File: src/epc_pkg.sv
// package: register map, field positions and reset values of the encoder position counter
package epc_pkg;
  // byte addresses on the 32-bit register bus, one aligned word each
  localparam logic [7:0] ADDR_CTRL = 8'h00;
  localparam logic [7:0] ADDR_STAT = 8'h04;
  localparam logic [7:0] ADDR_POS_LOW = 8'h08;
  localparam logic [7:0] ADDR_POS_HIGH = 8'h0C;
  localparam logic [7:0] ADDR_POS_HOLD = 8'h10;
  localparam logic [7:0] ADDR_VEL = 8'h14;
  localparam logic [7:0] ADDR_IDX_LOW = 8'h18;
  localparam logic [7:0] ADDR_IDX_HIGH = 8'h1C;
  localparam logic [7:0] ADDR_ICAP_LOW = 8'h20;
  localparam logic [7:0] ADDR_ICAP_HIGH = 8'h24;
  localparam logic [7:0] ADDR_LEC_HIGH = 8'h28;
  localparam logic [7:0] ADDR_LEC_LOW = 8'h2C;
  localparam logic [7:0] ADDR_GEC_HIGH = 8'h30;
  localparam logic [7:0] ADDR_GEC_LOW = 8'h34;
  localparam logic [7:0] ADDR_ITMR_HIGH = 8'h38;
  localparam logic [7:0] ADDR_ITMR_LOW = 8'h3C;
  localparam logic [7:0] ADDR_IHLD_HIGH = 8'h40;
  localparam logic [7:0] ADDR_IHLD_LOW = 8'h44;
  // control register fields
  localparam int CTRL_MODE_LSB = 0;
  localparam int CTRL_GATE_EN_BIT = 2;
  localparam int CTRL_POL_BIT = 3;
  // status register fields
  localparam int STAT_OVF_IRQ_BIT = 9;
  localparam int STAT_OVF_IEN_BIT = 8;
  localparam logic [15:0] WORD_RESET = 16'h0000;
  localparam logic [31:0] POS_MAX = 32'h7FFFFFFF;
  localparam logic [31:0] POS_MIN = 32'h80000000;
  localparam logic [1:0] RESP_OKAY = 2'h0;
  localparam logic [1:0] RESP_SLVERR = 2'h2;
  typedef enum logic [1:0] {
    EPC_MODE_QUAD,
    EPC_MODE_EXT_UPDN,
    EPC_MODE_EXT_GATE,
    EPC_MODE_TIMER
  } epc_mode_t;
endpackage

File: src/epc_top.sv
// encoder position counter: input decode, counters and AXI4-Lite register slave
//
// Overview of operation
// - position count is 32 bits, seen as low and high 16-bit words.
// - reading the low word copies the high word into the hold register.
// - write hold first; writing low word loads all 32 bits at once.
// - overflow flag set on 7FFFFFFF/80000000 rollover; interrupt when enabled.
// - two-bit mode field selects one of four counting modes.
// - quadrature mode decodes phases into count and direction for position and velocity.
// - quadrature mode counts valid index edges in the index counter.
// - up/down mode: phase A counts, phase B gives direction.
// - up/down mode direction positive while phase B is high, polarity bit inverts it.
// - gate mode: gate enabled and gate low suppresses counting.
// - gate mode: gate disabled counts regardless of gate level.
// - gate mode counts up, down when polarity bit is set.
// - initialisation/capture value: two writable 16-bit words, reset zero.
// - less-or-equal threshold: two read/write words, reset zero.
// - greater-or-equal threshold: two read/write words, reset zero.
// - interval timer: two read/write words, reset zero.
// - interval hold: two words, reset zero.
// - hold register is 16-bit read/write staging word for the high word.
//
// Implementation choices: the AXI4-Lite register port and the register addresses.
`timescale 1ns/10ps
module epc_top (
  input wire logic clk,
  input wire logic resetn,
  input wire logic phase_a_count_input,
  input wire logic phase_b_dir_gate_input,
  input wire logic index_input,
  input wire logic [7:0] s_axi_awaddr,
  input wire logic s_axi_awvalid,
  output logic s_axi_awready,
  input wire logic [31:0] s_axi_wdata,
  input wire logic [3:0] s_axi_wstrb,
  input wire logic s_axi_wvalid,
  output logic s_axi_wready,
  output logic [1:0] s_axi_bresp,
  output logic s_axi_bvalid,
  input wire logic s_axi_bready,
  input wire logic [7:0] s_axi_araddr,
  input wire logic s_axi_arvalid,
  output logic s_axi_arready,
  output logic [31:0] s_axi_rdata,
  output logic [1:0] s_axi_rresp,
  output logic s_axi_rvalid,
  input wire logic s_axi_rready,
  output logic position_overflow_irq
);
  // ***************************************************************
  // input synchronisers
  // ***************************************************************
  logic [2:0] sa_r, sb_r, si_r;
  logic a_st_r, b_st_r, i_st_r;
  always_ff @(posedge clk) begin
    if (!resetn) begin
      sa_r <= 3'h0;
      sb_r <= 3'h0;
      si_r <= 3'h0;
    end else begin
      sa_r <= {sa_r[1:0], phase_a_count_input};
      sb_r <= {sb_r[1:0], phase_b_dir_gate_input};
      si_r <= {si_r[1:0], index_input};
    end
  end
  // a level counts once stages two and three agree
  always_ff @(posedge clk) begin
    if (!resetn) begin
      a_st_r <= 1'b0;
      b_st_r <= 1'b0;
      i_st_r <= 1'b0;
    end else begin
      if (sa_r[1] == sa_r[2]) a_st_r <= sa_r[2];
      if (sb_r[1] == sb_r[2]) b_st_r <= sb_r[2];
      if (si_r[1] == si_r[2]) i_st_r <= si_r[2];
    end
  end
  logic a_new, b_new, i_new;
  assign a_new = (sa_r[1] == sa_r[2]) ? sa_r[2] : a_st_r;
  assign b_new = (sb_r[1] == sb_r[2]) ? sb_r[2] : b_st_r;
  assign i_new = (si_r[1] == si_r[2]) ? si_r[2] : i_st_r;

  // ***************************************************************
  // control register and count source selection
  // ***************************************************************
  logic [15:0] ctrl_r;
  epc_pkg::epc_mode_t mode;
  logic gate_en, pol;
  assign mode = epc_pkg::epc_mode_t'(ctrl_r[epc_pkg::CTRL_MODE_LSB +: 2]);
  assign gate_en = ctrl_r[epc_pkg::CTRL_GATE_EN_BIT];
  assign pol = ctrl_r[epc_pkg::CTRL_POL_BIT];

  logic cnt_pulse, cnt_up;
  logic quad_pulse, quad_up;
  logic gate_open;
  // quadrature: one change of either phase is a count; both at once is invalid
  assign quad_pulse = (a_new ^ a_st_r) ^ (b_new ^ b_st_r);
  // new A against old B: up when phase A leads phase B
  assign quad_up = (a_new ^ b_st_r);
  assign gate_open = !gate_en || b_st_r;
  always_comb begin
    cnt_pulse = 1'b0;
    cnt_up = 1'b1;
    case (mode)
      epc_pkg::EPC_MODE_QUAD: begin
        cnt_pulse = quad_pulse;
        cnt_up = quad_up;
      end
      epc_pkg::EPC_MODE_EXT_UPDN: begin
        cnt_pulse = a_new && !a_st_r;
        cnt_up = b_st_r ^ pol;
      end
      epc_pkg::EPC_MODE_EXT_GATE: begin
        cnt_pulse = a_new && !a_st_r && gate_open;
        cnt_up = !pol;
      end
      epc_pkg::EPC_MODE_TIMER: begin
        // clock division is not provided: one count per cycle
        cnt_pulse = gate_open;
        cnt_up = !pol;
      end
      default: begin
        cnt_pulse = 1'b0;
        cnt_up = 1'b1;
      end
    endcase
  end
  logic idx_pulse;
  assign idx_pulse = (mode == epc_pkg::EPC_MODE_QUAD) && i_new && !i_st_r;

  // ***************************************************************
  // bus slave handshake
  // ***************************************************************
  logic [7:0] awaddr_r;
  logic aw_have_r, w_have_r;
  logic [31:0] wdata_r;
  logic [3:0] wstrb_r;
  logic wr_go, rd_go;
  assign wr_go = aw_have_r && w_have_r && !s_axi_bvalid;
  assign rd_go = s_axi_arvalid && s_axi_arready;
  logic wr_hit;
  // every aligned word from the control word up to the last hold word is mapped
  assign wr_hit = (awaddr_r <= epc_pkg::ADDR_IHLD_LOW) && (awaddr_r[1:0] == 2'h0);
  always_ff @(posedge clk) begin
    if (!resetn) begin
      s_axi_awready <= 1'b1;
      s_axi_wready <= 1'b1;
      aw_have_r <= 1'b0;
      w_have_r <= 1'b0;
      awaddr_r <= 8'h00;
      wdata_r <= 32'h00000000;
      wstrb_r <= 4'h0;
      s_axi_bvalid <= 1'b0;
      s_axi_bresp <= epc_pkg::RESP_OKAY;
    end else begin
      if (s_axi_awvalid && s_axi_awready) begin
        awaddr_r <= s_axi_awaddr;
        aw_have_r <= 1'b1;
        s_axi_awready <= 1'b0;
      end
      if (s_axi_wvalid && s_axi_wready) begin
        wdata_r <= s_axi_wdata;
        wstrb_r <= s_axi_wstrb;
        w_have_r <= 1'b1;
        s_axi_wready <= 1'b0;
      end
      if (wr_go) begin
        aw_have_r <= 1'b0;
        w_have_r <= 1'b0;
        s_axi_bvalid <= 1'b1;
        s_axi_bresp <= wr_hit ? epc_pkg::RESP_OKAY : epc_pkg::RESP_SLVERR;
      end
      if (s_axi_bvalid && s_axi_bready) begin
        s_axi_bvalid <= 1'b0;
        s_axi_awready <= 1'b1;
        s_axi_wready <= 1'b1;
      end
    end
  end
  // low 16 bits merged under the byte strobes; upper lanes are ignored
  function automatic logic [15:0] merge16(input logic [15:0] old, input logic [31:0] d,
                                          input logic [3:0] s);
    merge16 = {s[1] ? d[15:8] : old[15:8], s[0] ? d[7:0] : old[7:0]};
  endfunction
  logic wr_pos_low, wr_pos_high, wr_hold, rd_pos_low, rd_vel;
  assign wr_pos_low = wr_go && awaddr_r == epc_pkg::ADDR_POS_LOW;
  assign wr_pos_high = wr_go && awaddr_r == epc_pkg::ADDR_POS_HIGH;
  assign wr_hold = wr_go && awaddr_r == epc_pkg::ADDR_POS_HOLD;
  assign rd_pos_low = rd_go && s_axi_araddr == epc_pkg::ADDR_POS_LOW;
  assign rd_vel = rd_go && s_axi_araddr == epc_pkg::ADDR_VEL;

  // ***************************************************************
  // plain storage words
  // ***************************************************************
  logic [15:0] icap_l_r, icap_h_r, lec_h_r, lec_l_r, gec_h_r, gec_l_r;
  logic [15:0] itmr_h_r, itmr_l_r, ihld_h_r, ihld_l_r;
  always_ff @(posedge clk) begin
    if (!resetn) begin
      ctrl_r <= epc_pkg::WORD_RESET;
      icap_l_r <= epc_pkg::WORD_RESET;
      icap_h_r <= epc_pkg::WORD_RESET;
      lec_h_r <= epc_pkg::WORD_RESET;
      lec_l_r <= epc_pkg::WORD_RESET;
      gec_h_r <= epc_pkg::WORD_RESET;
      gec_l_r <= epc_pkg::WORD_RESET;
      ihld_h_r <= epc_pkg::WORD_RESET;
      ihld_l_r <= epc_pkg::WORD_RESET;
    end else if (wr_go) begin
      case (awaddr_r)
        epc_pkg::ADDR_CTRL: ctrl_r <= merge16(ctrl_r, wdata_r, wstrb_r);
        epc_pkg::ADDR_ICAP_LOW: icap_l_r <= merge16(icap_l_r, wdata_r, wstrb_r);
        epc_pkg::ADDR_ICAP_HIGH: icap_h_r <= merge16(icap_h_r, wdata_r, wstrb_r);
        epc_pkg::ADDR_LEC_HIGH: lec_h_r <= merge16(lec_h_r, wdata_r, wstrb_r);
        epc_pkg::ADDR_LEC_LOW: lec_l_r <= merge16(lec_l_r, wdata_r, wstrb_r);
        epc_pkg::ADDR_GEC_HIGH: gec_h_r <= merge16(gec_h_r, wdata_r, wstrb_r);
        epc_pkg::ADDR_GEC_LOW: gec_l_r <= merge16(gec_l_r, wdata_r, wstrb_r);
        epc_pkg::ADDR_IHLD_HIGH: ihld_h_r <= merge16(ihld_h_r, wdata_r, wstrb_r);
        epc_pkg::ADDR_IHLD_LOW: ihld_l_r <= merge16(ihld_l_r, wdata_r, wstrb_r);
        default: ctrl_r <= ctrl_r;
      endcase
    end
  end
  // interval timer words are plain storage; measuring between pulses is not provided
  always_ff @(posedge clk) begin
    if (!resetn) begin
      itmr_h_r <= epc_pkg::WORD_RESET;
      itmr_l_r <= epc_pkg::WORD_RESET;
    end else if (wr_go && awaddr_r == epc_pkg::ADDR_ITMR_HIGH) begin
      itmr_h_r <= merge16(itmr_h_r, wdata_r, wstrb_r);
    end else if (wr_go && awaddr_r == epc_pkg::ADDR_ITMR_LOW) begin
      itmr_l_r <= merge16(itmr_l_r, wdata_r, wstrb_r);
    end
  end

  // ***************************************************************
  // position, hold, velocity and index counters
  // ***************************************************************
  logic [31:0] pos_r, pos_nxt, idx_r;
  logic [15:0] hold_r, vel_r;
  always_comb begin
    pos_nxt = pos_r;
    if (cnt_pulse) pos_nxt = cnt_up ? pos_r + 32'h00000001 : pos_r - 32'h00000001;
  end
  always_ff @(posedge clk) begin
    if (!resetn) begin
      pos_r <= 32'h00000000;
    end else if (wr_pos_low) begin
      // hold and low word enter together, one coherent load
      pos_r <= {hold_r, merge16(pos_r[15:0], wdata_r, wstrb_r)};
    end else if (wr_pos_high) begin
      pos_r <= {merge16(pos_r[31:16], wdata_r, wstrb_r), pos_r[15:0]};
    end else begin
      pos_r <= pos_nxt;
    end
  end
  always_ff @(posedge clk) begin
    if (!resetn) begin
      hold_r <= epc_pkg::WORD_RESET;
    end else if (rd_pos_low) begin
      hold_r <= pos_r[31:16];
    end else if (wr_hold) begin
      hold_r <= merge16(hold_r, wdata_r, wstrb_r);
    end
  end
  always_ff @(posedge clk) begin
    if (!resetn) begin
      vel_r <= epc_pkg::WORD_RESET;
    end else if (rd_vel) begin
      vel_r <= epc_pkg::WORD_RESET;
    end else if (cnt_pulse && mode == epc_pkg::EPC_MODE_QUAD) begin
      vel_r <= cnt_up ? vel_r + 16'h0001 : vel_r - 16'h0001;
    end
  end
  always_ff @(posedge clk) begin
    if (!resetn) begin
      idx_r <= 32'h00000000;
    end else if (idx_pulse) begin
      idx_r <= quad_up ? idx_r + 32'h00000001 : idx_r - 32'h00000001;
    end
  end

  // ***************************************************************
  // overflow status and interrupt
  // ***************************************************************
  logic ovf_evt, ovf_flag_r, ovf_ien_r;
  assign ovf_evt = !wr_pos_low && !wr_pos_high && cnt_pulse &&
                   ((pos_r == epc_pkg::POS_MAX && cnt_up) ||
                    (pos_r == epc_pkg::POS_MIN && !cnt_up));
  always_ff @(posedge clk) begin
    if (!resetn) begin
      ovf_flag_r <= 1'b0;
      ovf_ien_r <= 1'b0;
    end else begin
      if (wr_go && awaddr_r == epc_pkg::ADDR_STAT) begin
        ovf_ien_r <= wdata_r[epc_pkg::STAT_OVF_IEN_BIT];
        // writing zero clears the flag; a coincident event wins
        if (!wdata_r[epc_pkg::STAT_OVF_IRQ_BIT]) ovf_flag_r <= 1'b0;
      end
      if (ovf_evt) ovf_flag_r <= 1'b1;
    end
  end
  always_ff @(posedge clk) begin
    if (!resetn) position_overflow_irq <= 1'b0;
    else position_overflow_irq <= ovf_flag_r && ovf_ien_r;
  end

  // ***************************************************************
  // read channel
  // ***************************************************************
  logic [15:0] rd_word;
  logic rd_hit;
  always_comb begin
    rd_hit = 1'b1;
    case (s_axi_araddr)
      epc_pkg::ADDR_CTRL: rd_word = ctrl_r;
      epc_pkg::ADDR_STAT: rd_word = {6'h00, ovf_flag_r, ovf_ien_r, 8'h00};
      epc_pkg::ADDR_POS_LOW: rd_word = pos_r[15:0];
      epc_pkg::ADDR_POS_HIGH: rd_word = pos_r[31:16];
      epc_pkg::ADDR_POS_HOLD: rd_word = hold_r;
      epc_pkg::ADDR_VEL: rd_word = vel_r;
      epc_pkg::ADDR_IDX_LOW: rd_word = idx_r[15:0];
      epc_pkg::ADDR_IDX_HIGH: rd_word = idx_r[31:16];
      epc_pkg::ADDR_ICAP_LOW: rd_word = icap_l_r;
      epc_pkg::ADDR_ICAP_HIGH: rd_word = icap_h_r;
      epc_pkg::ADDR_LEC_HIGH: rd_word = lec_h_r;
      epc_pkg::ADDR_LEC_LOW: rd_word = lec_l_r;
      epc_pkg::ADDR_GEC_HIGH: rd_word = gec_h_r;
      epc_pkg::ADDR_GEC_LOW: rd_word = gec_l_r;
      epc_pkg::ADDR_ITMR_HIGH: rd_word = itmr_h_r;
      epc_pkg::ADDR_ITMR_LOW: rd_word = itmr_l_r;
      epc_pkg::ADDR_IHLD_HIGH: rd_word = ihld_h_r;
      epc_pkg::ADDR_IHLD_LOW: rd_word = ihld_l_r;
      default: begin
        rd_word = 16'h0000;
        rd_hit = 1'b0;
      end
    endcase
  end
  always_ff @(posedge clk) begin
    if (!resetn) begin
      s_axi_arready <= 1'b1;
      s_axi_rvalid <= 1'b0;
      s_axi_rdata <= 32'h00000000;
      s_axi_rresp <= epc_pkg::RESP_OKAY;
    end else if (rd_go) begin
      s_axi_arready <= 1'b0;
      s_axi_rvalid <= 1'b1;
      s_axi_rdata <= {16'h0000, rd_word};
      s_axi_rresp <= rd_hit ? epc_pkg::RESP_OKAY : epc_pkg::RESP_SLVERR;
    end else if (s_axi_rvalid && s_axi_rready) begin
      s_axi_rvalid <= 1'b0;
      s_axi_arready <= 1'b1;
    end
  end
endmodule

File: config.mk
export PLATFORM = sky130hd
export DESIGN_NAME = epc_top
export DESIGN_NICKNAME = d
export VERILOG_FILES = /design/src/epc_pkg.sv /design/src/epc_top.sv
export SDC_FILE = /design/constraint.sdc
export NUM_CORES = 1
export LEC_CHECK = 0
export ABC_CLOCK_PERIOD_IN_PS = 3700
export BUFFER_PORTS_ARGS = -buffer_cell sky130_fd_sc_hd__buf_2
export CAP_MARGIN = 20
export CORE_MARGIN = 2
export CORE_UTILIZATION = 46
export DETAILED_ROUTE_END_ITERATION = 10
export PLACE_DENSITY = 0.65
export SLEW_MARGIN = 40
export SYNTH_ARGS = -nofsm -noshare
export SYNTH_HDL_FRONTEND = slang
export SYNTH_SLANG_ARGS = --single-unit
File: constraint.sdc
create_clock -name clk -period 3.7 [get_ports clk]
set_input_delay 0.37 -clock clk [delete_from_list [all_inputs] [get_ports clk]]
set_output_delay 0.37 -clock clk [all_outputs]
set_load 0.05 [all_outputs]
==> results.md <==
- Status: complete, no violations
- HP Class: in2reg
- CTS tree: done
- Pwr Density: 425.4 nW/um2
- 1st-pass router iterations: 8
- Clock slew at reported path FFs: 0.06 ns
- Clk sink count: 338
- RePlAce Congestion: 0.9888
- Max cap viols: 0
- Endpoints failing setup: 0
- EDFF count, synth: 0
- Worst Tran Pin Value: 0.9068 ns
- Most frequent cells in the layout: dfxtp_1, nand2_1, a21oi_1, nor2_1, nand3_1
- Port Buffers: 67
- Max-slew violation count: 0
- #FFs+latches synth: between 300 and 400
- Max Root-Sink Buffers: 3
- CP Class: reg2reg
- Post-synth cell types: 79
- Initial core utilization: 46.47%
- Max Fanout on Critical Path: 18
- Vias in the first global route: 16864
- Initial antenna violation count: 0
- Worst Hold Slack: 0.02274 ns
- Non-filler cells, final: roughly 2900
- Post-Syn Instances: between 2000 and 2500
- Max frequency: 0.2831 GHz
- Worst slew margin: 39.46%
- Peak supply drop: 0.0003370 V
- Avg Cell Area, Syn: 7.832 um2
- Area of the multi-input gates: 10880 um2
- Wire per inst: 23.54 um
- Leak Pwr: 8.312 nW
- Top Registers: idx_r: 32 flops, pos_r: 32 flops
- Initial DRC count: roughly 2500
- Height of the die: 204.1 um
- Total grt overflow: 0
- Number of routed nets with antenna violations: 0
- Die ar.: 41660 um2
- Clk_lat worst skew: 0.57 ns
- H-tree depth: 2
- Fin crit share: 95.47%
- CP Capture Type: flop
- Most used cell, CP: o2111a_1
- Crit-path slowest cell: maj3_2
- Post-Syn Area: 18420 um2
- Sequential area share after synthesis: 36.73%
- Fill cells: 3864
- Die W: 204.1 um
- Total track usage: 32.10%
- Share of post-route cells with drive strength above 1: 9.979%
- Most used DFF post-synth: dfxtp_1
- Placed instance area: around 19000 um2
- Hold Vio Cnt, Final: 0
- Core area: roughly 40000 um2
- Async SR Flop Fraction: 0%
- Area growth syn-to-layout: 11.58%
- Ys Warns: 0
- Std-Cell Rows: 73
- Commonest non-fill, non-tap cell in the layout: dfxtp_1
- Min cycle time layout: 3.532 ns
- # placed instances: 2833
- Sum of negative setup slack: 0 ns
- First-pass GRT wire length: 103100 um
- I/O Pins: between 100 and 150
- Arrival time worst endpoint: 4.01 ns
- Vias: 18684
- Drc violations: 0
- CP cell instances: maj3_2 > xnor2_2 > buf_4 > xnor2_1 > ha_1 > nand2_1 > o2111a_1 > o31ai_2 > a22o_1 > o21ai_1 > o2111a_1 > a311oi_1 > mux2i_1
- HPWL Detailed: around 47000 um
- Via density: approximately 6.4
- Largest net degree at the start of global routing: 113
- RSZ-0062 raised after global routing: yes
- Final wirelength: 68280 um
- Required time worst endpoint: 4.18 ns
- CTS Buf Count: 39
- Worst Clk Skew: 0.01743 ns
- Crit path launch type: flop
- Storage element area: about 6800 um2
- Max stage delay on crit path: 0.39 ns
- Design Area, Final: 20550 um2
- Root Driver: clkbuf_16
- Nets: 2435
[per-stage QoR]
stage / utilization [%] / setup WS, ns / power, W
after floorplan: - / 0.05795 / 0.004562
after global placement: 48.52 / 0.1670 / 0.004854
after detailed placement: 48.53 / 0.1116 / 0.004864
after CTS: 51.72 / 0.1051 / 0.008719
after global routing: 51.84 / -0.05991 / 0.008983
final: 51.85 / 0.1677 / 0.008743
[cells in the mapped netlist, types with 9 or more instances]
cell / n / share of area, %
dfxtp_1: 338 / 37
nand2_1: 304 / 6.2
a21oi_1: 222 / 6.0
nor2_1: 222 / 4.5
nand3_1: 188 / 5.1
clkbuf_1: 171 / 3.5
mux2i_1: 139 / 7.6
a22oi_1: 98 / 4.0
nor3_1: 59 / 1.6
o21ai_0: 40 / 1.1
nor4_1: 34 / 1.2
or3_1: 31 / 1.1
a211oi_1: 28 / 1.1
nand4_1: 28 / 0.95
and2_1: 26 / 0.88
and3_1: 26 / 0.88
xnor2_1: 25 / 1.2
ha_1: 24 / 1.6
inv_1: 23 / 0.47
a21o_1: 21 / 0.86
a22o_1: 21 / 1.0
a221oi_1: 19 / 0.90
a222oi_1: 19 / 1.0
buf_4: 19 / 0.77
o31ai_1: 17 / 0.69
a31oi_1: 16 / 0.54
nand2b_1: 16 / 0.54
o21bai_1: 13 / 0.53
or4_1: 12 / 0.49
o21a_1: 9 / 0.37
[cells by family (layout without fill, tap and decap cells)]
family	count (synthesis)	count (layout)	share of synthesized area [%]
and+or+nand+nor	997	997	25.73
AOI/OAI and AO/OA	597	597	21.74
DFF	338	338	36.73
buffers and inverters	222	228	4.925
muxes	139	139	7.553
xor gates and xnor gates	33	33	1.610
adders and majority gates	25	25	1.691
other	1	19	0.02036
[cell type report]
type | instances | share of cell area (%)
Clock buffer | 59 | 5.710
Multi-Input combinational cell | 1809 | 52.95
Antenna cell | 1 | 0.01218
Inverter | 25 | 0.5053
Timing Repair Buffer | 136 | 4.213
Clock inverter | 8 | 0.4505
Sequential cell | 338 | 32.96
Tap cell | 525 | 3.196
[final timing paths]
check / from / endpoint / slack, ns / cells past startpoint
worst max register to register: a_st_r / idx_r[24] / 0.17 / 13
worst max-delay path: a_st_r / idx_r[24] / 0.17 / 13
worst min register to register: si_r[0] / si_r[1] / 0.44 / 1
worst min-delay path: index_input / si_r[0] / 0.02 / 2
[report_power, final]
part / internal [W] / switching (W)
Clock: 0.00232 / 0.00159
Combinational: 0.000356 / 0.000629
Sequential: 0.00369 / 0.000156
Total: 0.00637 / 0.00238
[metal layers]
layer | track usage (%) | part of all wire, %
met1 | 45.39 | 42
met2 | 47.30 | 43
met3 | 5.947 | 11
met4 | 14.44 | 4.3
met5 | 0 | 0
[worst max-delay path, delay by kind of cell, from the launching register on]
family / cells / cell delay, ns
flip-flops: 1 / 0.36
XOR/XNOR: 2 / 0.36
buffers and inverters: 1 / 0.29
AND/OR/NAND/NOR: 1 / 0.08
adder cells (fa/ha/maj): 2 / 0.62
AO/OA/AOI/OAI: 6 / 1.52
multiplexers: 1 / 0.23
[repair_timing]
action,4_1_cts,5_1_grt
setup buffers,0,0
gates resized for setup,0,13
hold buffers,0,0
endpoints found under the setup margin,0,12
(Power assumes the default switching activity.)
